--- src/adc_ctrl_pkg.sv ---
/*
 * Package for the converter configuration and result correction block:
 * register byte addresses, field positions, reset values, timing constants
 * and the conversion state encoding.
 * Assumes a 250 MHz APB clock and a 32-bit APB address bus.
 */
package adc_ctrl_pkg;

   // Register byte addresses
   localparam logic [31:0] RESULT_ADDR      = 32'h4000D000;
   localparam logic [31:0] CONFIG_ADDR      = 32'h4000D004;
   localparam logic [31:0] OFFSET_ADDR      = 32'h4000D008;
   localparam logic [31:0] GAIN_ADDR        = 32'h4000D00C;
   localparam logic [31:0] STATUS_ADDR      = 32'h4000D030;

   // Configuration field positions
   localparam int PERIOD_HI         = 15;
   localparam int PERIOD_LO         = 13;
   localparam int POS_SEL_HI        = 10;
   localparam int POS_SEL_LO        = 7;
   localparam int NEG_SEL_HI        = 6;
   localparam int NEG_SEL_LO        = 3;
   localparam int SLOW_CLK_BIT      = 2;
   localparam int ENABLE_BIT        = 0;

   // Status field positions
   localparam int ST_CONVERTING_BIT = 0;
   localparam int ST_STARTUP_BIT    = 1;
   localparam int ST_POS_BAD_BIT    = 2;
   localparam int ST_NEG_BAD_BIT    = 3;
   localparam int ST_DOUBLE_BIT     = 4;

   // Reset values
   localparam logic [15:0] CONFIG_RESET     = 16'h0000;
   localparam logic [15:0] OFFSET_RESET     = 16'h0000;
   localparam logic [15:0] GAIN_RESET       = 16'h8000;
   localparam logic [15:0] RESULT_RESET     = 16'h0000;

   // Conversion length and resolution
   localparam logic [13:0] BASE_PERIOD_CLOCKS = 14'h0020;
   localparam logic [3:0]  MAX_LOW_ZERO_BITS  = 4'h9;

   // Input source codes
   localparam logic [3:0]  SRC_LAST_PIN     = 4'h5;
   localparam logic [3:0]  SRC_GROUND       = 4'h8;
   localparam logic [3:0]  SRC_HALF_REF     = 4'h9;
   localparam logic [3:0]  SRC_FULL_REF     = 4'hA;
   localparam logic [3:0]  SRC_HALF_SUPPLY  = 4'hB;

   // Timing
   localparam int PCLK_HZ            = 250_000_000;
   localparam int PCLK_PERIOD_NS     = 4;
   localparam int FAST_CONV_HZ       = 6_000_000;
   localparam int SLOW_CONV_HZ       = 1_000_000;
   localparam logic [7:0] FAST_DIV_LAST = 8'(PCLK_HZ / FAST_CONV_HZ - 1);
   localparam logic [7:0] SLOW_DIV_LAST = 8'(PCLK_HZ / SLOW_CONV_HZ - 1);
   localparam int STARTUP_NS         = 21000;
   localparam int STARTUP_CYCLES_DEF = (STARTUP_NS + PCLK_PERIOD_NS - 1) / PCLK_PERIOD_NS;

   typedef enum logic [2:0] {
      ST_IDLE    = 3'b001,
      ST_STARTUP = 3'b010,
      ST_CONVERT = 3'b100
   } conv_state_e;

endpackage : adc_ctrl_pkg

--- src/adc_config_and_correction.sv ---
/*
 * Converter configuration and result correction block: APB register slave,
 * conversion timing, input routing to the analog core, and offset/gain
 * correction of each raw result.
 * Assumes the analog core presents a left-aligned signed raw result on
 * raw_result while conversion_done is high, and all inputs are synchronous
 * to pclk.
 */
// Local design decision: register access over APB.
//
// Summary of operation
// - Period field bits 15:13 picks 32 up to 4096 converter clocks per sample.
// - Each period code yields 7 plus code significant result bits.
// - Positive input field bits 10:7; codes 0 to 5 pick six port pins.
// - Codes 8 to B pick ground, half reference, reference, half pad supply.
// - Negative input field bits 6:3 uses the same source mapping.
// - Bit 2 clear gives 6 MHz converter clock, set gives 1 MHz.
// - Bit 0 set runs conversions back to back; clearing it stops them.
// - First conversion after switch-on takes double clocks plus 21 us.
// - A configuration write while running doubles the next conversion.
// - Signed 16-bit offset is added to each raw result before gain.
// - Offset-corrected result is multiplied by the gain value.
// - Gain is unsigned with binary point between bits 15 and 14.
// - Gain resets to 8000 hex, offset resets to zero.
// - Result is signed 16-bit with significant bits left-aligned from bit 15.
`timescale 1ns/1ps

module adc_config_and_correction
   import adc_ctrl_pkg::*;
#(
   parameter int STARTUP_CYCLES = STARTUP_CYCLES_DEF
) (
   // Clock and reset
   input  wire logic        pclk,
   input  wire logic        presetn,
   // APB slave
   input  wire logic        psel,
   input  wire logic        penable,
   input  wire logic        pwrite,
   input  wire logic [31:0] paddr,
   input  wire logic [31:0] pwdata,
   output logic      [31:0] prdata,
   output logic             pready,
   output logic             pslverr,
   // Analog core
   input  wire logic        high_voltage_range,
   input  wire logic [15:0] raw_result,
   output logic      [3:0]  positive_input_select,
   output logic      [3:0]  negative_input_select,
   output logic             slow_clock_select,
   output logic             converter_on,
   output logic             converter_clock_tick,
   output logic             conversion_done,
   // Corrected result
   output logic      [15:0] result_data,
   output logic             result_valid
);

   // Source code valid for the present range
   function automatic logic select_valid(input logic [3:0] code, input logic hv);
      logic ok;
      ok = (code <= SRC_LAST_PIN) || (code == SRC_HALF_REF) || (code == SRC_FULL_REF);
      if (!hv && ((code == SRC_GROUND) || (code == SRC_HALF_SUPPLY))) begin
         ok = 1'b1;
      end
      return ok;
   endfunction : select_valid

   // Mask keeping 7 plus period significant bits from bit 15
   function automatic logic [15:0] result_mask(input logic [2:0] period);
      logic [3:0] low_zeros;
      low_zeros = MAX_LOW_ZERO_BITS - {1'b0, period};
      return 16'hFFFF << low_zeros;
   endfunction : result_mask

   logic [15:0]  config_reg;
   logic [15:0]  offset_reg;
   logic [15:0]  gain_reg;
   logic [15:0]  result_reg;
   logic [15:0]  raw_reg;
   logic         raw_valid_reg;
   logic         result_valid_reg;
   logic [31:0]  prdata_reg;
   logic         pready_reg;
   logic         pslverr_reg;
   conv_state_e  state_reg;
   logic [13:0]  count_reg;
   logic [7:0]   div_reg;
   logic         double_reg;
   logic         pending_reg;
   logic         done_reg;
   logic         tick_reg;

   // Bus decode
   wire          hit_result  = (paddr == RESULT_ADDR);
   wire          hit_config  = (paddr == CONFIG_ADDR);
   wire          hit_offset  = (paddr == OFFSET_ADDR);
   wire          hit_gain    = (paddr == GAIN_ADDR);
   wire          hit_status  = (paddr == STATUS_ADDR);
   wire          mapped      = hit_result | hit_config | hit_offset | hit_gain | hit_status;
   wire          access_new  = psel & penable & ~pready_reg;
   wire          complete    = psel & penable & pready_reg;
   wire          write_fire  = complete & pwrite & mapped;
   wire          config_wr   = write_fire & hit_config;

   // Configuration fields
   wire [2:0]    period      = config_reg[PERIOD_HI:PERIOD_LO];
   wire          enabled     = config_reg[ENABLE_BIT];
   wire          wr_enable   = pwdata[ENABLE_BIT];
   wire          pos_ok      = select_valid(config_reg[POS_SEL_HI:POS_SEL_LO], high_voltage_range);
   wire          neg_ok      = select_valid(config_reg[NEG_SEL_HI:NEG_SEL_LO], high_voltage_range);

   // Status word
   wire [4:0]    status_bits;
   assign status_bits[ST_CONVERTING_BIT] = (state_reg == ST_CONVERT);
   assign status_bits[ST_STARTUP_BIT]    = (state_reg == ST_STARTUP);
   assign status_bits[ST_POS_BAD_BIT]    = ~pos_ok;
   assign status_bits[ST_NEG_BAD_BIT]    = ~neg_ok;
   assign status_bits[ST_DOUBLE_BIT]     = double_reg | pending_reg;

   wire [31:0]   read_mux    = hit_result ? {16'h0000, result_reg} :
                               hit_config ? {16'h0000, config_reg} :
                               hit_offset ? {16'h0000, offset_reg} :
                               hit_gain   ? {16'h0000, gain_reg}   :
                               hit_status ? {27'h0000000, status_bits} : 32'h00000000;

   // Conversion timing
   wire [13:0]   conv_len    = BASE_PERIOD_CLOCKS << period;
   wire [13:0]   conv_target = double_reg ? (conv_len << 1) : conv_len;
   wire [7:0]    div_last    = config_reg[SLOW_CLK_BIT] ? SLOW_DIV_LAST : FAST_DIV_LAST;
   wire          conv_tick   = (state_reg == ST_CONVERT) && (div_reg == div_last);
   wire          conv_end    = conv_tick && (count_reg == conv_target - 14'h0001);
   wire          startup_end = (state_reg == ST_STARTUP) &&
                               (count_reg == 14'(STARTUP_CYCLES - 1));
   wire          running_wr  = config_wr && wr_enable && (state_reg == ST_CONVERT);

   // Correction arithmetic
   wire signed [16:0] offset_sum = $signed({raw_reg[15], raw_reg}) +
                                   $signed({offset_reg[15], offset_reg});
   wire signed [33:0] product    = offset_sum * $signed({1'b0, gain_reg});
   wire signed [18:0] scaled     = product[33:15];
   wire          fits        = (scaled[18:15] == 4'h0) || (scaled[18:15] == 4'hF);
   wire [15:0]   saturated   = fits ? scaled[15:0] :
                               (scaled[18] ? 16'h8000 : 16'h7FFF);
   wire [15:0]   corrected   = saturated & result_mask(period);

   // APB answer, one wait state
   always_ff @(posedge pclk or negedge presetn) begin
      if (!presetn) begin
         pready_reg  <= 1'b0;
         pslverr_reg <= 1'b0;
         prdata_reg  <= 32'h00000000;
      end else begin
         pready_reg  <= access_new;
         pslverr_reg <= access_new & ~mapped;
         if (access_new) begin
            prdata_reg <= read_mux;
         end
      end
   end

   // Software registers
   always_ff @(posedge pclk or negedge presetn) begin
      if (!presetn) begin
         config_reg <= CONFIG_RESET;
         offset_reg <= OFFSET_RESET;
         gain_reg   <= GAIN_RESET;
      end else begin
         if (config_wr) begin
            config_reg <= pwdata[15:0];
         end
         if (write_fire && hit_offset) begin
            offset_reg <= pwdata[15:0];
         end
         if (write_fire && hit_gain) begin
            gain_reg <= pwdata[15:0];
         end
      end
   end

   // Conversion sequencer
   always_ff @(posedge pclk or negedge presetn) begin
      if (!presetn) begin
         state_reg   <= ST_IDLE;
         count_reg   <= 14'h0000;
         div_reg     <= 8'h00;
         double_reg  <= 1'b0;
         pending_reg <= 1'b0;
      end else begin
         unique case (state_reg)
            ST_IDLE: begin
               count_reg <= 14'h0000;
               div_reg   <= 8'h00;
               if (config_wr && wr_enable) begin
                  state_reg  <= ST_STARTUP;
                  double_reg <= 1'b1;
               end
            end
            ST_STARTUP: begin
               count_reg <= count_reg + 14'h0001;
               if (config_wr && !wr_enable) begin
                  state_reg <= ST_IDLE;
               end else if (startup_end) begin
                  state_reg <= ST_CONVERT;
                  count_reg <= 14'h0000;
               end
            end
            ST_CONVERT: begin
               div_reg <= conv_tick ? 8'h00 : div_reg + 8'h01;
               if (config_wr && !wr_enable) begin
                  state_reg   <= ST_IDLE;
                  double_reg  <= 1'b0;
                  pending_reg <= 1'b0;
               end else if (conv_end) begin
                  count_reg   <= 14'h0000;
                  double_reg  <= pending_reg | running_wr;
                  pending_reg <= 1'b0;
               end else begin
                  if (conv_tick) begin
                     count_reg <= count_reg + 14'h0001;
                  end
                  if (running_wr) begin
                     pending_reg <= 1'b1;
                  end
               end
            end
         endcase
      end
   end

   // Core strobes and result pipeline
   always_ff @(posedge pclk or negedge presetn) begin
      if (!presetn) begin
         tick_reg         <= 1'b0;
         done_reg         <= 1'b0;
         raw_reg          <= RESULT_RESET;
         raw_valid_reg    <= 1'b0;
         result_reg       <= RESULT_RESET;
         result_valid_reg <= 1'b0;
      end else begin
         tick_reg      <= conv_tick;
         done_reg      <= conv_end && enabled;
         raw_valid_reg <= done_reg;
         if (done_reg) begin
            raw_reg <= raw_result;
         end
         result_valid_reg <= raw_valid_reg;
         if (raw_valid_reg) begin
            result_reg <= corrected;
         end
      end
   end

   assign prdata                = prdata_reg;
   assign pready                = pready_reg;
   assign pslverr               = pslverr_reg;
   assign positive_input_select = config_reg[POS_SEL_HI:POS_SEL_LO];
   assign negative_input_select = config_reg[NEG_SEL_HI:NEG_SEL_LO];
   assign slow_clock_select     = config_reg[SLOW_CLK_BIT];
   assign converter_on          = enabled;
   assign converter_clock_tick  = tick_reg;
   assign conversion_done       = done_reg;
   assign result_data           = result_reg;
   assign result_valid          = result_valid_reg;

endmodule : adc_config_and_correction

--- config.mk ---
export PLATFORM = sky130hd
export DESIGN_NAME = adc_config_and_correction
export DESIGN_NICKNAME = d
export VERILOG_FILES = /design/src/adc_ctrl_pkg.sv /design/src/adc_config_and_correction.sv
export SDC_FILE = /design/constraint.sdc
export NUM_CORES = 1
export LEC_CHECK = 0
export BUFFER_PORTS_ARGS = -buffer_cell sky130_fd_sc_hd__buf_2
export CELL_PAD_IN_SITES_DETAIL_PLACEMENT = 0
export CELL_PAD_IN_SITES_GLOBAL_PLACEMENT = 2
export CORE_MARGIN = 1.5
export CORE_UTILIZATION = 43
export CTS_CLUSTER_DIAMETER = 200
export CTS_CLUSTER_SIZE = 16
export DETAILED_ROUTE_END_ITERATION = 10
export PLACE_DENSITY = 0.89
export SLEW_MARGIN = 15
export SYNTH_ARGS = -nofsm -noshare
export SYNTH_HDL_FRONTEND = slang
export SYNTH_SLANG_ARGS = --single-unit
--- constraint.sdc ---
create_clock -name pclk -period 21.5 [get_ports pclk]
set_input_delay 2.15 -clock pclk [delete_from_list [all_inputs] [get_ports pclk]]
set_output_delay 2.15 -clock pclk [all_outputs]
set_load 0.005 [all_outputs]
==> results by group, run 1 <==
Floorplanning
  • Die height: 210 µm
  • I/O pin count: 149
  • # rows: 75
  • Die Wd: 210 µm
  • Core area: 42200 µm²
  • DIE AREA: 44300 µm²
  • Initial core utilization: 43.8%

Worst setup path
  • Crit path DAT: 10810 ps
  • CP Max Fanout: 20
  • Startpoint Class: flop
  • CP required: 21830 ps
  • Critical path class: reg2reg
  • Setup crit end kind: flop
  • Most frequent CP cell: fa_1
  • CP delay by family, top: compound AO/OA/AOI/OAI gates
  • Slowest-stage cell, CP: fa_1
  • Max stage delay on crit path: 760 ps
  • Worst Path Buf+Inv: 4

Routing
  • DRT Wirelength: 50100 µm
  • 1st-pass router iterations: 5
  • Drt via density: 5.41
  • Vias: 14200
  • DR WL/cell: 19.0 µm
  • First DRT Iteration DRCs: 887
  • Post-route ant nets: 0
  • DRC: 0

STA
  • Crit share post-route: 48.8%
  • Fmax: 95.4 MHz
  • Relative slew slack: 29.3%
  • Setup violators final: 0
  • RSZ-0062 raised after global routing: false
  • Final Max Slew Viols: 0
  • Clock Skew: 8.32 ps
  • Worst Max-Slew Pin Slew: 1030 ps
  • Final Critical Period: 10480 ps
  • Final Hold Viols: 0
  • Sum Neg Setup Slack: 0 ps

Placement
  • Placed cells: 2595
  • Gpl congestion: 0.864
  • I/O Buffers: 116
  • DP HPWL: 39200 µm

Synthesis
  • Post-synthesis compound-gate area fraction: 8.69%
  • Ys flop type: dfrtp_1
  • Adder-Cell Fraction of Synth Area: 37.1%
  • XOR/XNOR Fraction of Synth Area: 2.13%
  • Synth async-reset ratio: 100%
  • Syn Inst Count: 2024
  • Mapped Avg Cell Area: 9.14 µm²
  • Simple-Gate Fraction of Synth Area: 18.0%
  • Register bit total from synthesis: 129
  • Number of synthesized flops with an enable pin: 0
  • Mapped Area: 18500 µm²
  • Mux cell area share after synthesis: 5.75%
  • Warnings from Yosys: 0
  • Library cells used by synthesis: 86
  • Main combinational cell family by area after synthesis: adder cells
  • Sequential fraction of the synthesis area: 17.5%

Clock tree
  • Clk buf depth: 2
  • CTS clk-pin slew, worst paths: 60 ps
  • Post-CTS Setup Repair Bufs: 0
  • Clk root buf: clkbuf_16
  • Clock sink count: 129
  • Worst skew pair latency: 420 ps
  • TritonCTS buffer count: 17
  • CTS resizes: 0
  • CTS tree: built
  • Hold-fix buffers, CTS: 0
  • H-Tree Level Count: 4

GRT
  • First-pass GRT wire length: 81200 µm
  • Largest net degree at the start of global routing: 74
  • Vias in the first global route: 14600
  • Global-route usage over all layers: 23.7%
  • Grt total ovfl: 0
  • Initial antenna violation count: 10

Final layout
  • Final std cells w/o fill: 2631
  • Fillers: 4072
  • Share of cells above drive strength 1: 13.8%
  • Area growth from synthesis to layout: 9.23%
  • Most frequent cells in the layout: inv_1, fa_1, nand2_1
  • Nets: 2541
  • Commonest non-fill, non-tap cell in the layout: inv_1

Job
  • Total of max-cap violations: 0

Power
  • VDD IR max: 0.0507 mV
  • P per Cell Area: 29.8 nW/µm²
  • Lkg Pwr: 10.3 nW

Outcome
  • Status: completed

Worst hold path
  • Hold crit path type: reg2reg
==> synth_stat cells, types with 45 or more instances <==
cell      count  share of area (%)
ha_1        108                7.3
nor2_1       80                1.6
mux2_2       60                3.7
o21ai_0      78                2.1
dfrtp_1     127                 17
a21oi_1      45                1.2
clkbuf_1     84                1.7
and2_1      108                3.7
inv_1       375                7.6
nand3_1      59                1.6
nand2_1     194                3.9
fa_1        272                 29
==> routing by layer <==
metal / up-vias / part of all wire [%] / global-route usage (%)
li1: 6565 / - / -
met1: 7285 / 44 / 32.9
met2: 327 / 48 / 39.0
met3: 54 / 5.6 / 3.80
met4: 6 / 2.0 / 5.49
met5: - / 0.080 / 0
==> metrics by stage <==
stage	util (%)	power [mW]	setup WS [ps]	hold WS (ps)	instance area [µm²]
floorplan	-	0.258	13160	352	18500
global placement	46.2	0.272	11350	451	19500
detailed placement	46.2	0.272	11250	454	19500
CTS	47.8	0.605	11190	468	20200
global route	47.8	0.616	10400	494	20200
finish	47.8	0.601	11020	467	20200
==> power by group <==
| group | internal (mW) | switching, mW |
|---|---|---|
| clock network | 0.221 | 0.113 |
| registers | 0.244 | 0.000703 |
| logic | 0.00851 | 0.0144 |
==> worst paths after layout <==
path	startpoint	endpoint	slack (ps)	cells past startpoint
setup reg to reg	offset_reg[0]	result_data[7]	11020	34
hold reg to reg	prdata[12]	prdata[12]	470	2
hold / removal	prdata[12]	prdata[12]	470	2
min in group asynchronous	presetn	pslverr	1730	1
setup / recovery	offset_reg[0]	result_data[7]	11020	34
max in group asynchronous	presetn	config_reg[4]	18490	2
==> cells by family after synthesis <==
| kind of cell | Yosys count |
|---|---|
| compound gates | 243 |
| xor+xnor | 45 |
| fa+ha+maj | 386 |
| buf+inv | 505 |
| flops | 129 |
| mux | 80 |
| other cells | 1 |
| simple gates | 635 |
==> tightest hold or removal path: stages, from the launching register on <==
cell	delay, ps
dfrtp_1	340
nand2_1	50
nand2_1	50
==> cell type report <==
cell class | count | area (µm²) | share of cell area [%]
well taps | 539 | 674 | 3.34
diodes | 5 | 12.5 | 0.0619
repair buffers | 144 | 797 | 3.95
flip-flops and latches | 129 | 3230 | 16.0
multi-input cells | 1405 | 13400 | 66.3
clock buffers | 18 | 439 | 2.17
inverters | 378 | 1420 | 7.02
clock inverters | 13 | 233 | 1.15
Power figures use the tool's default switching activity.
==> run 2, diff against run 1 <==
--- a/config.mk
+++ b/config.mk
@@ -5,15 +5,16 @@
 export SDC_FILE = /design/constraint.sdc
 export NUM_CORES = 1
 export LEC_CHECK = 0
+export ABC_AREA = 1
 export BUFFER_PORTS_ARGS = -buffer_cell sky130_fd_sc_hd__buf_2
 export CELL_PAD_IN_SITES_DETAIL_PLACEMENT = 0
 export CELL_PAD_IN_SITES_GLOBAL_PLACEMENT = 2
 export CORE_MARGIN = 1.5
-export CORE_UTILIZATION = 43
+export CORE_UTILIZATION = 33
 export CTS_CLUSTER_DIAMETER = 200
 export CTS_CLUSTER_SIZE = 16
 export DETAILED_ROUTE_END_ITERATION = 10
-export PLACE_DENSITY = 0.89
+export PLACE_DENSITY = 0.78
 export SLEW_MARGIN = 15
 export SYNTH_ARGS = -nofsm -noshare
 export SYNTH_HDL_FRONTEND = slang
==> constraint.sdc (replaced) <==
create_clock -name pclk -period 8.65 [get_ports pclk]
set_input_delay 0.865 -clock pclk [delete_from_list [all_inputs] [get_ports pclk]]
set_output_delay 0.865 -clock pclk [all_outputs]
set_load 0.005 [all_outputs]
==> run 2 against run 1 <==
  * Final area increased by 2.8%
  * Maximum frequency increased by 29%
  * Total power increased by 130%
  * Final cell count increased by 28%
  * Register-to-register slack got worse by 11000 ps
  * Clock skew increased by 2.0 ps
  * Combinational power increased by 110%
  * Core utilization decreased by 11 points
  * Critical path depth increased by 5
  * Die area increased by 32%
  * Worst setup slack got worse by 11000 ps
==> results by group, run 2 <==
Outcome
  • Status: completed

Routing
  • Vias: 15700
  • First DRT Iteration DRCs: 845
  • DR WL/cell: 17.4 µm
  • 1st-pass router iterations: 5
  • Post-route ant nets: 0
  • DRC: 0
  • Drt via density: 4.69
  • DRT Wirelength: 58500 µm

STA
  • Final Critical Period: 8140 ps
  • Setup violators final: 0
  • Fmax: 123 MHz
  • Sum Neg Setup Slack: 0 ps
  • Worst setup margin: 513 ps
  • Hold WS: 379 ps
  • Relative slew slack: 30.9%
  • Final Hold Viols: 0
  • Crit share post-route: 94.1%
  • Worst Max-Slew Pin Slew: 1040 ps
  • Final Max Slew Viols: 0
  • Clock Skew: 10.3 ps

Synthesis
  • Mapped Avg Cell Area: 7.55 µm²
  • Number of synthesized flops with an enable pin: 0
  • Ys flop type: dfrtp_1
  • Ranking of synthesized cells by area: fa_1, dfrtp_1, nand2_1
  • Mapped Area: 18800 µm²
  • Warnings from Yosys: 0
  • Most frequent cell after synthesis: nand2_1
  • Register bit total from synthesis: 129
  • Yosys top cell area share: 29.0%
  • Sequential fraction of the synthesis area: 17.2%
  • Synth async-reset ratio: 100%
  • Largest area contributor in the netlist: fa_1
  • Synth cell count leaders: nand2_1, inv_1, fa_1
  • Library cells used by synthesis: 53
  • Syn Inst Count: 2487

Worst setup path
  • Max stage delay on crit path: 730 ps
  • Critical path class: reg2reg
  • Critical path launch point: offset_reg[0]
  • CP Max Fanout: 13
  • CP Depth: 39
  • Crit path DAT: 8510 ps
  • Worst Path Buf+Inv: 9
  • R2R Setup Slk: 510 ps
  • Slowest-stage cell, CP: fa_1
  • Critical Path Sink: result_data[14]
  • Most frequent CP cell: nand2_1
  • Reg-to-Reg End: result_data[14]
  • CP required: 9020 ps
  • CP delay by family, top: adder cells
  • Setup crit end kind: flop
  • FF-to-FF path depth: 39
  • Worst r2r src: offset_reg[0]
  • Startpoint Class: flop

Placement
  • DP HPWL: 48500 µm
  • Setup slack at placement: 165 ps
  • I/O Buffers: 116
  • Gpl congestion: 0.880

Final layout
  • Area growth from synthesis to layout: 10.6%
  • Commonest non-fill, non-tap cell in the layout: nand2_1
  • Nets: 3054
  • Storage cell area: 3230 µm²
  • Most frequent cells in the layout: nand2_1, inv_1, fa_1
  • Share of cells above drive strength 1: 10.9%
  • Fillers: 6059
  • Diodes inserted: 0
  • Multi-input gate area: 13100 µm²

GRT
  • Global-route usage over all layers: 20.7%
  • First-pass GRT wire length: 93100 µm
  • Largest net degree at the start of global routing: 80
  • Initial antenna violation count: 0
  • Vias in the first global route: 16700
  • Grt total ovfl: 0

Power
  • VDD IR max: 0.101 mV
  • P per Cell Area: 65.3 nW/µm²
  • Lkg Pwr: 11.3 nW

Floorplanning
  • Die height: 242 µm
  • Core area: 56300 µm²
  • DIE AREA: 58300 µm²
  • Initial core utilization: 33.4%
  • I/O pin count: 149
  • # rows: 87
  • Die Wd: 242 µm

Clock tree
  • Hold-fix buffers, CTS: 0
  • TritonCTS buffer count: 17
  • Clk root buf: clkbuf_16
  • Worst skew pair latency: 440 ps
  • Clk buf depth: 2
  • CTS tree: built
  • CTS clk-pin slew, worst paths: 70 ps
  • H-Tree Level Count: 4
  • Clock sink count: 129

Worst hold path
  • Hold crit path type: in2async

Job
  • Total of max-cap violations: 0
[run 2: changes by cell type in the layout (fill, tap and decap cells not counted), moves of 40 or more]
cell,change
and2_1,-106
o21ai_0,-40
nor2_1,+155
nand2_1,+442
inv_1,+174
mux2_2,-45
[run 2: cell type report]
cell class	count	share of cell area, %
clock inverters	15	0.657
well taps	756	4.55
inverters	570	10.3
multi-input cells	1723	62.8
flip-flops and latches	129	15.6
repair buffers	147	4.01
clock buffers	17	2.05
[run 2: how the worst min path moves through the flow]
stage,cells after the start,start,slack (ps),end
6_report,1,presetn,380,count_reg[2]
3_3_place_gp,2,prdata[1],460,prdata[1]
5_1_grt,1,presetn,400,count_reg[2]
2_1_floorplan,0,conversion_done,390,raw_valid_reg
3_5_place_dp,2,prdata[15],460,prdata[15]
4_1_cts,1,presetn,390,count_reg[2]
[run 2: what timing repair did]
| item | 4_1_cts | 5_1_grt |
|---|---|---|
| gates resized for setup | 0 | 11 |
| setup endpoints to repair | 0 | 14 |
| hold endpoints to repair | 0 | 0 |
| setup buffers | 0 | 2 |
[run 2: cells by family (layout without fill, tap and decap cells)]
| logic type | Yosys count | count (layout) | share of synthesized area [%] |
|---|---|---|---|
| other cells | 1 | 16 | 0.0200 |
| mux | 15 | 15 | 0.900 |
| compound gates | 194 | 194 | 5.89 |
| flops | 129 | 129 | 17.2 |
| buf+inv | 650 | 749 | 13.8 |
| xor+xnor | 49 | 49 | 2.37 |
| fa+ha+maj | 380 | 380 | 36.2 |
| simple gates | 1069 | 1069 | 23.6 |
[run 2: stage by stage]
| stage | total power, mW | std cells | instance area, µm² | util (%) |
|---|---|---|---|---|
| 3_3_place_gp | 0.664 | 3323 | 20200 | 35.8 |
| 5_1_grt | 1.41 | 3357 | 20800 | 36.9 |
| 2_1_floorplan | 0.632 | 2502 | 18800 | - |
| 3_5_place_dp | 0.664 | 3323 | 20200 | 35.8 |
| 4_1_cts | 1.37 | 3355 | 20700 | 36.8 |
| 6_report | 1.36 | 3357 | 20800 | 36.9 |
[run 2: layer usage]
metal  part of all wire [%]  vias to the layer above  GRT usage (%)
met3                    3.8                       83           1.93
met1                     45                     7724           27.3
li1                       -                     7588              -
met5                      0                        -              0
met2                     48                      337           35.8
met4                    2.7                        0           6.18
[run 2: power breakdown]
part / leakage [nW] / switching [mW] / total (mW) / internal [mW]
Clock: 0.266 / 0.325 / 0.704 / 0.379
Combinational: 9.36 / 0.0328 / 0.0480 / 0.0152
Sequential: 1.70 / 0.000286 / 0.604 / 0.604
==> run 3, diff against run 2 <==
--- a/config.mk
+++ b/config.mk
@@ -9,6 +9,7 @@
 export BUFFER_PORTS_ARGS = -buffer_cell sky130_fd_sc_hd__buf_2
 export CELL_PAD_IN_SITES_DETAIL_PLACEMENT = 0
 export CELL_PAD_IN_SITES_GLOBAL_PLACEMENT = 2
+export CORE_ASPECT_RATIO = 1.2
 export CORE_MARGIN = 1.5
 export CORE_UTILIZATION = 33
 export CTS_CLUSTER_DIAMETER = 200
==> run 3 against run 2 <==
  * Die area hardly changed
  * Worst hold slack better by 2.9 ps
  * Global-route usage is 1.0 points higher
  * Final cell count is 0.98% lower
  * Wire length is 2.2% higher
  * Final area is 0.55% lower
  * Critical path type unchanged
==> results by group, run 3 (synthesized netlist as in run 2, its figures left out) <==
Outcome
  • Status: completed

Clock tree
  • CTS clk-pin slew, worst paths: 70 ps
  • H-Tree Level Count: 4
  • Clock sink count: 129
  • CTS tree: built
  • Worst skew pair latency: 430 ps
  • Clk root buf: clkbuf_16
  • TritonCTS buffer count: 17
  • Clk buf depth: 2

Routing
  • DR WL/cell: 18.0 µm
  • DRC: 0
  • First DRT Iteration DRCs: 871
  • Post-route ant nets: 0
  • Vias: 15800
  • 1st-pass router iterations: 5
  • Drt via density: 4.76
  • DRT Wirelength: 59700 µm

STA
  • Final Hold Viols: 0
  • Final Critical Period: 8020 ps
  • Setup violators final: 0
  • Worst Max-Slew Pin Slew: 1020 ps
  • Relative slew slack: 31.8%
  • Fmax: 125 MHz
  • Clock Skew: 10.4 ps
  • Final Max Slew Viols: 0
  • Crit share post-route: 92.8%
  • Sum Neg Setup Slack: 0 ps

Final layout
  • Most frequent cells in the layout: nand2_1, inv_1, fa_1
  • Share of cells above drive strength 1: 10.6%
  • Final std cells w/o fill: 3324
  • Fillers: 6093
  • Commonest non-fill, non-tap cell in the layout: nand2_1
  • Nets: 3049
  • Area growth from synthesis to layout: 10.0%

Floorplanning
  • Die height: 264 µm
  • # rows: 95
  • Die Wd: 221 µm
  • I/O pin count: 149
  • DIE AREA: 58300 µm²
  • Core area: 56100 µm²
  • Initial core utilization: 33.5%

Worst setup path
  • Slowest-stage cell, CP: fa_1
  • R2R Setup Slk: 630 ps
  • Startpoint Class: flop
  • CP Max Fanout: 13
  • Max stage delay on crit path: 610 ps
  • Crit path DAT: 8390 ps
  • CP delay by family, top: adder cells
  • Worst Path Buf+Inv: 8
  • Setup crit end kind: flop
  • Critical path class: reg2reg
  • Most frequent CP cell: nand2_1
  • CP required: 9020 ps

Power
  • Total chip power: 1.32 mW
  • P_sw: 0.334 mW
  • Switching Fraction: 25.2%
  • Sequential share of power: 45.6%
  • Lkg Pwr: 11.3 nW
  • Cell internal pwr: 0.990 mW
  • P per Cell Area: 64.1 nW/µm²
  • Clock power share: 50.9%
  • Comb power frac: 3.5%
  • VDD IR max: 0.121 mV

Placement
  • Gpl congestion: 0.871
  • I/O Buffers: 116
  • DP HPWL: 49400 µm
  • Placed cells: 3286

GRT
  • Largest net degree at the start of global routing: 77
  • Vias in the first global route: 17100
  • Initial antenna violation count: 2
  • First-pass GRT wire length: 95400 µm
  • Global-route usage over all layers: 21.7%
  • Grt total ovfl: 0

Worst hold path
  • Hold crit path type: in2async

Job
  • Total of max-cap violations: 0
-- run 3: final cells by class --
cell class | count | area, µm² | area share (%)
Tap cell | 727 | 910 | 4.40
Timing Repair Buffer | 142 | 782 | 3.79
Clock inverter | 13 | 106 | 0.515
Inverter | 570 | 2150 | 10.4
Antenna cell | 1 | 2.50 | 0.0121
Clock buffer | 19 | 433 | 2.10
Sequential cell | 129 | 3230 | 15.6
Multi-Input combinational cell | 1723 | 13000 | 63.1
-- run 3: power by group through the flow --
stage / clock (mW) / combinational [mW] / sequential (mW)
global placement: 0 / 0.0468 / 0.615
finish: 0.673 / 0.0464 / 0.604
floorplan: 0 / 0.0168 / 0.615
CTS: 0.690 / 0.0477 / 0.604
detailed placement: 0 / 0.0476 / 0.615
global route: 0.712 / 0.0533 / 0.604
-- run 3: layer usage --
layer	GRT usage [%]	vias to the layer above	part of all wire (%)
met3	3.17	95	4.7
met5	0	-	0.012
met2	38.0	369	50
li1	-	7571	-
met4	9.15	2	4.5
met1	26.3	7780	41
-- run 3: path summary, 6_finish.rpt --
kind	startpoint	to	depth (start not counted)
max reg2reg	offset_reg[0]	result_data[14]	38
max	offset_reg[0]	result_data[14]	38
max in group asynchronous	presetn	offset_reg[0]	2
min in group pclk	prdata[6]	prdata[6]	2
min reg2reg	prdata[6]	prdata[6]	2
min	presetn	count_reg[6]	1
-- run 3: timing repair --
action	4_1_cts	5_1_grt
endpoints found under the setup margin	0	14
resized for setup	0	9
hold buffers	0	0
setup buffers	0	5
-- run 3: stage by stage --
stage	util [%]	instance area, µm²	setup slack [ps]	hold slack, ps
final	36.8	20700	626	382
after global routing	36.8	20700	-8.63	411
after CTS	36.7	20600	395	394
after detailed placement	35.7	20000	452	462
after global placement	35.7	20000	535	465
after floorplan	-	18800	1170	394
-- run 3: worst register-to-register path: cells and delay by family (launching register included) --
kind	cells	cell delay (ps)
and+or+nand+nor	16	1840
AOI/OAI and AO/OA	5	1060
buffers and inverters	8	750
adders and majority gates	9	3870
DFF	1	440
